--- config.mk ---
export PLATFORM = sky130hd
export DESIGN_NAME = sisq_sequencer
export DESIGN_NICKNAME = d
export VERILOG_FILES = /design/src/sisq_pkg.sv /design/src/sisq_shifter.sv /design/src/sisq_sequencer.sv
export VERILOG_INCLUDE_DIRS = /design/src
export SDC_FILE = /design/constraint.sdc
export NUM_CORES = 1
export LEC_CHECK = 0
export BUFFER_PORTS_ARGS = -buffer_cell sky130_fd_sc_hd__buf_2
export CAP_MARGIN = 15
export CORE_MARGIN = 5
export CORE_UTILIZATION = 58
export DETAILED_ROUTE_END_ITERATION = 12
export MAX_ROUTING_LAYER = met4
export PLACE_DENSITY_LB_ADDON = 0.05
export SKIP_LAST_GASP = 1
export SLEW_MARGIN = 20
export SYNTH_ARGS = -nofsm -noshare
export SYNTH_HDL_FRONTEND = slang
export SYNTH_SLANG_ARGS = --single-unit
--- constraint.sdc ---
create_clock -name sys_clk -period 5.46 [get_ports sys_clk]
set_input_delay 1.092 -clock sys_clk [delete_from_list [all_inputs] [get_ports sys_clk]]
set_output_delay 1.092 -clock sys_clk [all_outputs]
set_load 0.01 [all_outputs]
--- src/sisq_cfg.svh ---
`ifndef SISQ_CFG_SVH
`define SISQ_CFG_SVH

`define SISQ_OP_ASL_ACC_FIRST  8'h48
`define SISQ_OP_ASL_ACC_SECOND 8'h58
`define SISQ_OP_ASL_DOUBLE     8'h59
`define SISQ_OP_ASR_ACC_FIRST  8'h47
`define SISQ_OP_ASR_ACC_SECOND 8'h57
`define SISQ_OP_ASL_EXT        8'h78
`define SISQ_OP_ASL_IDX        8'h68
`define SISQ_OP_ASR_EXT        8'h77
`define SISQ_OP_ASR_IDX        8'h67
`define SISQ_BRANCH_ROW        4'h2

`define SISQ_MODE_IDX          3'h0
`define SISQ_MODE_IDX1         3'h1
`define SISQ_MODE_IDX2         3'h2
`define SISQ_MODE_D_IND        3'h3
`define SISQ_MODE_IDX2_IND     3'h4

`define SISQ_ACC_RESET         8'h00
`define SISQ_PAGE_RESET        8'h00
`define SISQ_WORD_RESET        16'h0000
`define SISQ_PC_STEP           16'h0002
`define SISQ_BYTE_HI           8'h00

`endif

--- src/sisq_pkg.sv ---
package sisq_pkg;

	// One access code per bus cycle
	typedef enum logic [4:0] {
		AC_F, AC_G, AC_IPTR, AC_IPAGE, AC_N, AC_O, AC_P, AC_R8, AC_R16,
		AC_S8, AC_S16, AC_W8, AC_W16, AC_U8, AC_U16, AC_V, AC_T8, AC_T16, AC_X8
	} sisq_code_type;

	typedef enum logic [1:0] {BK_PROG, BK_DATA, BK_STACK, BK_VEC} sisq_kind_type;

	typedef enum logic [2:0] {
		OK_NONE, OK_ACC_FIRST, OK_ACC_SECOND, OK_DOUBLE, OK_MEM
	} sisq_op_type;

	typedef enum logic [2:0] {
		FC_KEEP, FC_CLEAR, FC_SET, FC_CALC, FC_CLR_ONLY, FC_SET_ONLY, FC_UNDEF, FC_SPECIAL
	} sisq_fclass_type;

	typedef struct packed {
		sisq_code_type [7:0] codes;
		logic [3:0]          len;
		logic [2:0]          loop_start;
		logic [2:0]          loop_end;
		logic [7:0]          irq_mask;
	} sisq_pattern_type;

	typedef struct packed {
		logic             busy;
		sisq_pattern_type pat;
		logic [2:0]       idx;
		logic [7:0]       loops_left;
		logic             opt_fetch;
		logic             dbl_pending;
		sisq_op_type      op;
		logic             shift_left;
		logic [15:0]      pc;
		logic [15:0]      ptr;
		logic             use_ptr;
		logic [7:0]       result;
		logic [15:0]      rdata;
		logic [7:0]       acc_first;
		logic [7:0]       acc_second;
		logic [7:0]       page;
		logic [7:0]       page_tmp;
		logic [3:0]       nzvc;
	} sisq_state_type;

endpackage : sisq_pkg

--- src/sisq_shifter.sv ---
module sisq_shifter #(
	parameter int WIDTH = 8
) (
	input  wire logic [WIDTH-1:0] value,
	input  wire logic             left,
	output logic      [WIDTH-1:0] result,
	output logic      [3:0]       nzvc
);
	logic carry;

	always_comb begin
		if (left) begin
			result = {value[WIDTH-2:0], 1'b0};
			carry  = value[WIDTH-1];
		end else begin
			result = {value[WIDTH-1], value[WIDTH-1:1]};
			carry  = value[0];
		end
		// Overflow is sign xor carry for both directions
		nzvc = {result[WIDTH-1], ~|result, result[WIDTH-1] ^ carry, carry};
	end

endmodule : sisq_shifter

--- src/sisq_sequencer.sv ---
// Notes on behaviour
// - Every access code costs exactly one clock; markers cost none.
// - Uppercase codes are 16-bit transfers, lowercase codes 8-bit.
// - A free cycle leaves the bus idle.
// - Program fetch is always a 16-bit read at a word-aligned address.
// - Optional fetch becomes a program fetch only if misaligned and odd length.
// - A second-page prefix counts as its own one-byte instruction for alignment.
// - Vector fetch is a 16-bit word-aligned read.
// - Conditional reads either read or become free cycles.
// - Conditional byte write either writes or becomes a free cycle.
// - Pending interrupts are taken only at marked honour points.
// - Bracketed cycles repeat as a loop as often as required.
// - Short branch: three fetches if taken, one if not.
// - Long branch: optional, three fetches if taken; optional, fetch, optional if not.
// - Indirect pointer is read before the operand access that uses it.
// - Indirect page read fetches the new page value for indirect page calls.
// - Page read cycle reads the page register internally, no bus transfer.
// - Page write cycle writes the page register internally, no bus transfer.
// - Each status flag follows its class for the instruction.
// - Double-fetch instructions fetch the same program word twice.
// - Opcode 48 shifts first accumulator left, 58 the second.
// - Opcode 59 shifts the accumulator pair left, low byte into high, out to carry.
// - Double accumulator is first accumulator high byte, second low byte.
`include "sisq_cfg.svh"

module sisq_sequencer (
	input  wire logic                sys_clk,
	input  wire logic                rstn,
	input  wire logic                instr_valid,
	output logic                     instr_ready,
	input  wire logic [7:0]          instr_opcode,
	input  wire logic                instr_page2,
	input  wire logic [15:0]         instr_addr,
	input  wire logic [2:0]          instr_len,
	input  wire logic [2:0]          instr_idx_mode,
	input  wire logic                instr_dbl_fetch,
	input  wire logic                branch_taken,
	input  wire logic                use_ext_pattern,
	input  wire logic [39:0]         ext_codes,
	input  wire logic [3:0]          ext_len,
	input  wire logic [2:0]          ext_loop_start,
	input  wire logic [2:0]          ext_loop_end,
	input  wire logic [7:0]          ext_loop_count,
	input  wire logic [7:0]          ext_irq_mask,
	input  wire logic                cond_access,
	input  wire logic                irq_pending,
	output logic                     irq_take,
	input  wire logic [15:0]         operand_addr,
	input  wire logic [15:0]         sp_addr,
	input  wire logic [15:0]         vector_addr,
	input  wire logic [15:0]         stack_wdata,
	input  wire logic [15:0]         data_wdata,
	input  wire logic                acc_load_valid,
	input  wire logic [15:0]         acc_load_data,
	output logic                     bus_valid,
	output logic                     bus_write,
	output logic                     bus_wide,
	output sisq_pkg::sisq_kind_type  bus_kind,
	output logic [15:0]              bus_addr,
	output logic [15:0]              bus_wdata,
	input  wire logic [15:0]         bus_rdata,
	output logic [15:0]              read_data,
	output logic [7:0]               acc_first,
	output logic [7:0]               acc_second,
	output logic [7:0]               program_page_register,
	output logic [3:0]               flags_nzvc,
	output logic                     busy
);
	sisq_pkg::sisq_state_type s_reg;
	sisq_pkg::sisq_state_type s_next;
	sisq_pkg::sisq_code_type  eff;
	logic [7:0]               sh8_in;
	logic [7:0]               sh8_out;
	logic [3:0]               sh8_nzvc;
	logic [15:0]              sh16_out;
	logic [3:0]               sh16_nzvc;

	function automatic logic fclass(input sisq_pkg::sisq_fclass_type c, input logic old,
			input logic calc);
		case (c)
			sisq_pkg::FC_CLEAR:    fclass = 1'b0;
			sisq_pkg::FC_SET:      fclass = 1'b1;
			sisq_pkg::FC_CALC:     fclass = calc;
			sisq_pkg::FC_CLR_ONLY: fclass = old & calc;
			sisq_pkg::FC_SET_ONLY: fclass = old | calc;
			// Undefined and special flags keep their value here
			default:               fclass = old;
		endcase
	endfunction : fclass

	function automatic logic [3:0] apply_flags(input logic [3:0] old, input logic [3:0] calc);
		// Shifts compute N and Z from the result, C from the bit shifted out and V as N xor C
		for (int i = 0; i < 4; i++) begin
			apply_flags[i] = fclass(sisq_pkg::FC_CALC, old[i], calc[i]);
		end
	endfunction : apply_flags

	function automatic sisq_pkg::sisq_pattern_type build(input logic [7:0] op,
			input logic pg2, input logic [2:0] mode, input logic taken);
		sisq_pkg::sisq_pattern_type p;
		p = '0;
		p.codes = {8{sisq_pkg::AC_F}};
		p.len = 4'h1;
		if (op[7:4] == `SISQ_BRANCH_ROW) begin
			if (pg2 && taken) begin
				p.codes[3:0] = {sisq_pkg::AC_P, sisq_pkg::AC_P, sisq_pkg::AC_P, sisq_pkg::AC_O};
				p.len = 4'h4;
			end else if (pg2) begin
				p.codes[2:0] = {sisq_pkg::AC_O, sisq_pkg::AC_P, sisq_pkg::AC_O};
				p.len = 4'h3;
			end else if (taken) begin
				p.codes[2:0] = {3{sisq_pkg::AC_P}};
				p.len = 4'h3;
			end else begin
				p.codes[0] = sisq_pkg::AC_P;
			end
		end else if (op == `SISQ_OP_ASL_EXT || op == `SISQ_OP_ASR_EXT) begin
			p.codes[3:0] = {sisq_pkg::AC_O, sisq_pkg::AC_W8, sisq_pkg::AC_P, sisq_pkg::AC_R8};
			p.len = 4'h4;
		end else if (op == `SISQ_OP_ASL_IDX || op == `SISQ_OP_ASR_IDX) begin
			case (mode)
				`SISQ_MODE_IDX: begin
					p.codes[2:0] = {sisq_pkg::AC_W8, sisq_pkg::AC_P, sisq_pkg::AC_R8};
					p.len = 4'h3;
				end
				`SISQ_MODE_IDX1: begin
					p.codes[3:0] = {sisq_pkg::AC_O, sisq_pkg::AC_W8, sisq_pkg::AC_P,
						sisq_pkg::AC_R8};
					p.len = 4'h4;
				end
				`SISQ_MODE_IDX2: begin
					p.codes[4:0] = {sisq_pkg::AC_P, sisq_pkg::AC_W8, sisq_pkg::AC_P,
						sisq_pkg::AC_R8, sisq_pkg::AC_F};
					p.len = 4'h5;
				end
				`SISQ_MODE_D_IND: begin
					p.codes[5:0] = {sisq_pkg::AC_W8, sisq_pkg::AC_P, sisq_pkg::AC_R8,
						sisq_pkg::AC_F, sisq_pkg::AC_IPTR, sisq_pkg::AC_F};
					p.len = 4'h6;
				end
				default: begin
					p.codes[5:0] = {sisq_pkg::AC_W8, sisq_pkg::AC_P, sisq_pkg::AC_R8,
						sisq_pkg::AC_P, sisq_pkg::AC_IPTR, sisq_pkg::AC_F};
					p.len = 4'h6;
				end
			endcase
		end else begin
			// Inherent accumulator shifts and unknown opcodes: one optional fetch
			p.codes[0] = sisq_pkg::AC_O;
		end
		build = p;
	endfunction : build

	function automatic sisq_pkg::sisq_op_type classify(input logic [7:0] op);
		case (op)
			`SISQ_OP_ASL_ACC_FIRST, `SISQ_OP_ASR_ACC_FIRST:   classify = sisq_pkg::OK_ACC_FIRST;
			`SISQ_OP_ASL_ACC_SECOND, `SISQ_OP_ASR_ACC_SECOND: classify = sisq_pkg::OK_ACC_SECOND;
			`SISQ_OP_ASL_DOUBLE:                               classify = sisq_pkg::OK_DOUBLE;
			`SISQ_OP_ASL_EXT, `SISQ_OP_ASL_IDX,
			`SISQ_OP_ASR_EXT, `SISQ_OP_ASR_IDX:                classify = sisq_pkg::OK_MEM;
			default:                                           classify = sisq_pkg::OK_NONE;
		endcase
	endfunction : classify

	always_comb begin
		case (s_reg.op)
			sisq_pkg::OK_ACC_FIRST:  sh8_in = s_reg.acc_first;
			sisq_pkg::OK_ACC_SECOND: sh8_in = s_reg.acc_second;
			default:                 sh8_in = bus_rdata[7:0];
		endcase
	end

	sisq_shifter #(.WIDTH(8)) u_sh8 (
		.value  (sh8_in),
		.left   (s_reg.shift_left),
		.result (sh8_out),
		.nzvc   (sh8_nzvc)
	);

	sisq_shifter #(.WIDTH(16)) u_sh16 (
		.value  ({s_reg.acc_first, s_reg.acc_second}),
		.left   (1'b1),
		.result (sh16_out),
		.nzvc   (sh16_nzvc)
	);

	// Resolve optional and conditional codes to what the bus really sees
	always_comb begin
		eff = s_reg.pat.codes[s_reg.idx];
		case (eff)
			sisq_pkg::AC_O:  eff = s_reg.opt_fetch ? sisq_pkg::AC_P : sisq_pkg::AC_F;
			sisq_pkg::AC_T8, sisq_pkg::AC_T16: begin
				if (!cond_access) begin
					eff = sisq_pkg::AC_F;
				end
			end
			sisq_pkg::AC_X8: begin
				if (!cond_access) begin
					eff = sisq_pkg::AC_F;
				end
			end
			default: ;
		endcase
		if (!s_reg.busy) begin
			eff = sisq_pkg::AC_F;
		end
	end

	always_comb begin
		// Free cycles and internal page cycles stay off the bus
		bus_valid = !(eff inside {sisq_pkg::AC_F, sisq_pkg::AC_G, sisq_pkg::AC_N});
		bus_write = eff inside {sisq_pkg::AC_S8, sisq_pkg::AC_S16, sisq_pkg::AC_W8,
			sisq_pkg::AC_W16, sisq_pkg::AC_X8};
		bus_wide = eff inside {sisq_pkg::AC_P, sisq_pkg::AC_R16, sisq_pkg::AC_S16,
			sisq_pkg::AC_W16, sisq_pkg::AC_U16, sisq_pkg::AC_V, sisq_pkg::AC_T16,
			sisq_pkg::AC_IPTR};
		bus_wdata = s_reg.op == sisq_pkg::OK_MEM ? {`SISQ_BYTE_HI, s_reg.result} : data_wdata;
		case (eff)
			sisq_pkg::AC_P: begin
				bus_kind = sisq_pkg::BK_PROG;
				bus_addr = {s_reg.pc[15:1], 1'b0};
			end
			sisq_pkg::AC_V: begin
				bus_kind = sisq_pkg::BK_VEC;
				bus_addr = {vector_addr[15:1], 1'b0};
			end
			sisq_pkg::AC_S8, sisq_pkg::AC_S16, sisq_pkg::AC_U8, sisq_pkg::AC_U16: begin
				bus_kind = sisq_pkg::BK_STACK;
				bus_addr = sp_addr;
				bus_wdata = stack_wdata;
			end
			sisq_pkg::AC_IPTR: begin
				bus_kind = sisq_pkg::BK_DATA;
				bus_addr = operand_addr;
			end
			default: begin
				// Operand accesses follow the indirect pointer once it is read
				bus_kind = sisq_pkg::BK_DATA;
				bus_addr = s_reg.use_ptr ? s_reg.ptr : operand_addr;
			end
		endcase
	end

	always_comb begin
		logic [15:0] body_addr;
		logic [2:0]  body_len;
		body_addr = '0;
		body_len = '0;
		s_next = s_reg;
		irq_take = 1'b0;
		if (!s_reg.busy) begin
			if (acc_load_valid) begin
				{s_next.acc_first, s_next.acc_second} = acc_load_data;
			end
			if (instr_valid) begin
				// The prefix byte stands alone, so the body starts one byte later
				body_addr = instr_addr + {15'h0000, instr_page2};
				body_len = instr_len - {2'b00, instr_page2};
				s_next.busy = 1'b1;
				s_next.idx = '0;
				s_next.opt_fetch = body_addr[0] & body_len[0];
				s_next.dbl_pending = instr_dbl_fetch;
				s_next.pc = {body_addr[15:1], 1'b0};
				s_next.use_ptr = 1'b0;
				s_next.shift_left = instr_opcode[3];
				if (use_ext_pattern) begin
					// Each five-bit field is one code; a single cast would keep only code 0
					for (int k = 0; k < 8; k++) begin
						s_next.pat.codes[k] = sisq_pkg::sisq_code_type'(ext_codes[5*k +: 5]);
					end
					s_next.pat.len = ext_len;
					s_next.pat.loop_start = ext_loop_start;
					s_next.pat.loop_end = ext_loop_end;
					s_next.pat.irq_mask = ext_irq_mask;
					s_next.loops_left = ext_loop_count;
					s_next.op = sisq_pkg::OK_NONE;
				end else begin
					s_next.pat = build(instr_opcode, instr_page2, instr_idx_mode, branch_taken);
					s_next.loops_left = '0;
					s_next.op = instr_page2 ? sisq_pkg::OK_NONE : classify(instr_opcode);
				end
			end
		end else begin
			case (eff)
				sisq_pkg::AC_P: begin
					if (s_reg.dbl_pending) begin
						s_next.dbl_pending = 1'b0;
					end else begin
						s_next.pc = s_reg.pc + `SISQ_PC_STEP;
					end
				end
				sisq_pkg::AC_IPTR: begin
					s_next.ptr = bus_rdata;
					s_next.use_ptr = 1'b1;
				end
				sisq_pkg::AC_IPAGE: s_next.page_tmp = bus_rdata[7:0];
				sisq_pkg::AC_G:     s_next.page_tmp = s_reg.page;
				sisq_pkg::AC_N:     s_next.page = s_reg.page_tmp;
				sisq_pkg::AC_R8, sisq_pkg::AC_R16, sisq_pkg::AC_U8, sisq_pkg::AC_U16,
				sisq_pkg::AC_T8, sisq_pkg::AC_T16, sisq_pkg::AC_V: begin
					s_next.rdata = bus_wide ? bus_rdata : {`SISQ_BYTE_HI, bus_rdata[7:0]};
					if (s_reg.op == sisq_pkg::OK_MEM) begin
						s_next.result = sh8_out;
						s_next.nzvc = apply_flags(s_reg.nzvc, sh8_nzvc);
					end
				end
				default: ;
			endcase
			// Accumulator shifts complete on their single cycle
			if (s_reg.idx == 3'h0) begin
				case (s_reg.op)
					sisq_pkg::OK_ACC_FIRST: begin
						s_next.acc_first = sh8_out;
						s_next.nzvc = apply_flags(s_reg.nzvc, sh8_nzvc);
					end
					sisq_pkg::OK_ACC_SECOND: begin
						s_next.acc_second = sh8_out;
						s_next.nzvc = apply_flags(s_reg.nzvc, sh8_nzvc);
					end
					sisq_pkg::OK_DOUBLE: begin
						{s_next.acc_first, s_next.acc_second} = sh16_out;
						s_next.nzvc = apply_flags(s_reg.nzvc, sh16_nzvc);
					end
					default: ;
				endcase
			end
			// One code per clock, loops jump back, interrupts only at marks
			if (s_reg.idx == s_reg.pat.loop_end && s_reg.loops_left != 8'h00) begin
				s_next.idx = s_reg.pat.loop_start;
				s_next.loops_left = s_reg.loops_left - 8'h01;
			end else if ({1'b0, s_reg.idx} + 4'h1 >= s_reg.pat.len) begin
				s_next.busy = 1'b0;
			end else if (s_reg.pat.irq_mask[s_reg.idx] && irq_pending) begin
				s_next.busy = 1'b0;
				irq_take = 1'b1;
			end else begin
				s_next.idx = s_reg.idx + 3'h1;
			end
		end
	end

	always_ff @(posedge sys_clk or negedge rstn) begin
		if (!rstn) begin
			s_reg <= '0;
			s_reg.acc_first <= `SISQ_ACC_RESET;
			s_reg.acc_second <= `SISQ_ACC_RESET;
			s_reg.page <= `SISQ_PAGE_RESET;
			s_reg.pc <= `SISQ_WORD_RESET;
		end else begin
			s_reg <= s_next;
		end
	end

	assign instr_ready = !s_reg.busy;
	assign busy = s_reg.busy;
	assign read_data = s_reg.rdata;
	assign acc_first = s_reg.acc_first;
	assign acc_second = s_reg.acc_second;
	assign program_page_register = s_reg.page;
	assign flags_nzvc = s_reg.nzvc;

endmodule : sisq_sequencer

==> results.py <==
metrics = {
    "logic_synthesis": {
        "avgSynthCellArea_sq_um": 8.844,
        "ys_seq_elements": 168,
        "yosysTopAreaCellShare_pct": 38.43,
        "ys_types": 77,
        "synth_top_area_cell": "dfrtp_1",
        "synth_mux_area_share_pct": 10.73,
        "synthSimpleGateAreaFrac_pct": 18.23,
        "syn_area_sq_um": 10940,
        "synthAdderAreaFrac_pct": 1.715,
        "synthXorXnorAreaFrac_pct": 2.161,
        "synth_top_family_by_area": "compound AO/OA/AOI/OAI gates",
        "synth_ff_type": "dfrtp_1",
        "synth_warnings": 0,
        "async_flop_share_pct": 100.0,
        "synth_area_leaders": "dfrtp_1, nand2_1, mux2i_1, o21ai_0, mux2_2",
        "synth_compound_area_share_pct": 20.87,
        "syn_inst": 1237,
        "yosysSeqAreaShare_pct": 38.43,
        "synth_edf_count": 0,
        "syn_nets": 1470,
    },
    "status": {
        "outcome": "completed",
    },
    "global_route": {
        "grt_pass1_wl_microns": 50830,
        "grt_most_used_layer": "met2",
        "grt.total_usage_pct": 29.63,
        "overflow": 0,
        "met1_usage_pct": 40.48,
        "antenna_found_initial": 2,
        "grt_max_degree": 92,
        "gr-usage-met3_pct": 4.997,
        "grt_pass1_vias": 9690,
        "grt_use_met2_pct": 46.34,
    },
    "sta": {
        "slew_viol_final": 0,
        "tightest_slew_ps": 1027,
        "hold_violations": 0,
        "fin_skew_ps": 12.09,
        "setup_tns_ps": 0,
        "rsz0062_at_grt": "false",
        "fmax_mhz": 194.2,
        "min_period_over_period_pct": 94.29,
        "setup_viol": 0,
        "min_period_ps": 5148,
        "relSlewSlack_pct": 31.31,
    },
    "floorplan": {
        "die_x_microns": 147.3,
        "io_pins": 302,
        "std_cell_rows": 50,
        "die_area_sq_um": 21710,
        "die_y_microns": 147.3,
        "start_util_pct": 58.68,
        "core-area_sq_um": 18640,
    },
    "cells_and_area": {
        "synthToLayoutAreaGrowth_pct": 17.66,
        "largest_register_ffs": 123,
        "finalNetCount": 1683,
        "most-common-layout-cells": "buf_2, nand2_1, dfrtp_1",
        "final_common_cell": "buf_2",
        "layout-drive-gt1-share_pct": 28.68,
    },
    "placed_design": {
        "dp_hpwl_microns": 23450,
        "gp_congestion": 0.9534,
        "port_buffers": 298,
    },
    "setup_path": {
        "r2r-start": "s_reg[107]",
        "crit_required_ps": 4370,
        "timing.critical_path.cells": "buf_4 > mux2i_1 > a22oi_1 > and2_1 > or3_1 > a22oi_4 > nor4_4 > buf_4 > or4_1 > o211ai_1 > buf_2",
        "worst_setup_path_end_kind": "output port",
        "path_buf_inv": 3,
        "slowest_delay_ps": 670,
        "reg2reg_slack_ps": 1140,
        "crit_family": "simple AND/OR/NAND/NOR gates",
        "cp-start-kind": "flop",
        "path_class": "reg -> out",
        "cpMostUsedCell": "buf_4",
        "cpMaxStageDelayCell": "dfrtp_1",
        "cp_max_fo": 11,
        "critPathArrivalTime_ps": 4060,
        "critPathLaunch": "s_reg[107]",
    },
    "drt": {
        "drt-initial-drc-count": 765,
        "wl_microns": 31950,
        "firstDrtPassIters": 6,
        "drcViolationCount": 0,
        "vias": 10208,
        "wl_per_cell_microns": 18.83,
        "ant_nets": 0,
        "avgViaCountPerCell": 6.015,
    },
    "power": {
        "pwr-share-comb_pct": 52.6,
        "p_clk_share_pct": 17.0,
        "p_sw_share_pct": 43.83,
        "powerDensity_nw_per_um2": 607.3,
        "p_sw_mw": 3.426,
        "totalPowerFinal_mw": 7.818,
        "p_leak_nw": 6.108,
        "power.internal_mw": 4.392,
        "pwr-share-seq_pct": 30.4,
        "vdd_drop_max_mv": 0.3637,
    },
    "cts": {
        "clock_latency_ps": 420,
        "clockBufferDepth": 2,
        "cts_tree": "yes",
        "clk_pin_slew_ps": 60,
        "cts_root_buf": "clkbuf_16",
        "h-tree-depth": 4,
        "ctsResizeCount": 0,
        "cts_num_sinks": 168,
        "cts_buffers": 17,
    },
    "min_path": {
        "min_path_type": "reg -> reg",
        "min_from": "s_reg[111]",
    },
    "run": {
        "cap_violations": 0,
    },
}
==> Yosys cell counts, drive strengths merged, types with 3 or more instances <==
master  number
mux4         8
xnor2       12
o211ai      42
nor2b        7
and3         8
o21a        10
a31oi        8
clkbuf      55
xor2        15
or2          5
buf         70
mux2        42
nand2      185
a21o         4
a22oi       41
a21oi       69
nor3        11
nor2        71
a32oi        9
o22ai        9
nand3       67
o211a       10
o21ai       92
nand2b      16
o31ai       13
and2         6
mux2i       50
inv         40
a221oi       3
a211oi       4
a221o        5
or3          7
nor4        13
o221ai       3
nand4b       6
or4          6
dfrtp      168
ha          15
==> final timing paths <==
| kind | end | cells past startpoint |
|---|---|---|
| setup / recovery | bus_addr[0] | 11 |
| hold / removal | s_reg[111] | 2 |
| setup reg to reg | read_data[0] | 9 |
| hold reg to reg | s_reg[111] | 2 |
| max in group asynchronous | s_reg[53] | 2 |
| min in group asynchronous | program_page_register[2] | 1 |
==> area by class of cell <==
class,instances,area [sq um]
sequential,168,4205
clock inverter,11,196.4
tap,234,292.8
inverter,42,157.7
multi-input combinational,902,5907
antenna,2,5.005
fill,1606,5771
timing repair buffer,319,1655
clock buffer,19,452.9
==> kinds of logic after synthesis <==
group / after synthesis
adder cells (fa/ha/maj): 15
AND/OR/NAND/NOR: 418
multiplexers: 100
flip-flops: 168
buffers and inverters: 167
XOR/XNOR: 27
AO/OA/AOI/OAI: 342
==> worst register-to-register path: cells and delay by family (launching register included) <==
| kind | cells | cell delay, ps |
|---|---|---|
| AOI/OAI and AO/OA | 4 | 1840 |
| muxes | 2 | 670 |
| DFF | 1 | 670 |
| and+or+nand+nor | 2 | 760 |
| buffers and inverters | 1 | 270 |
==> per-stage QoR <==
stage | utilization [%] | instances | worst slack [ps] | cell area [sq um] | hold slack, ps
2_1_floorplan | - | 1237 | 1379 | 10940 | 433.1
3_3_place_gp | 65.42 | 1662 | 698.9 | 12200 | 445.0
3_5_place_dp | 65.42 | 1662 | 698.4 | 12200 | 455.0
4_1_cts | 68.90 | 1692 | 235.6 | 12840 | 470.1
5_1_grt | 69.05 | 1697 | 23.57 | 12870 | 481.9
6_report | 69.05 | 1697 | 311.9 | 12870 | 465.5
==> timing repair <==
action                                  4_1_cts  5_1_grt
endpoints found under the setup margin        0        3
setup buffers                                 0        3
hold buffers                                  0        0
hold endpoints to repair                      0        0
==> metal layers <==
| metal | part of all wire [%] | wire [microns] |
|---|---|---|
| met1 | 43 | 13830 |
| met2 | 47 | 15100 |
| met3 | 7.8 | 2498 |
| met4 | 1.6 | 518 |
| met5 | 0 | 0 |
==> power by group through the flow <==
stage	Clock [mW]	Sequential (mW)	Combinational (mW)
after detailed placement	0	2.38	4.09
after CTS	1.34	2.36	4.11
after floorplan	0	2.12	3.29
after global placement	0	2.36	4.02
final	1.33	2.38	4.12
after global routing	1.40	2.44	4.53
No activity file was read; power rests on OpenSTA's default activity.
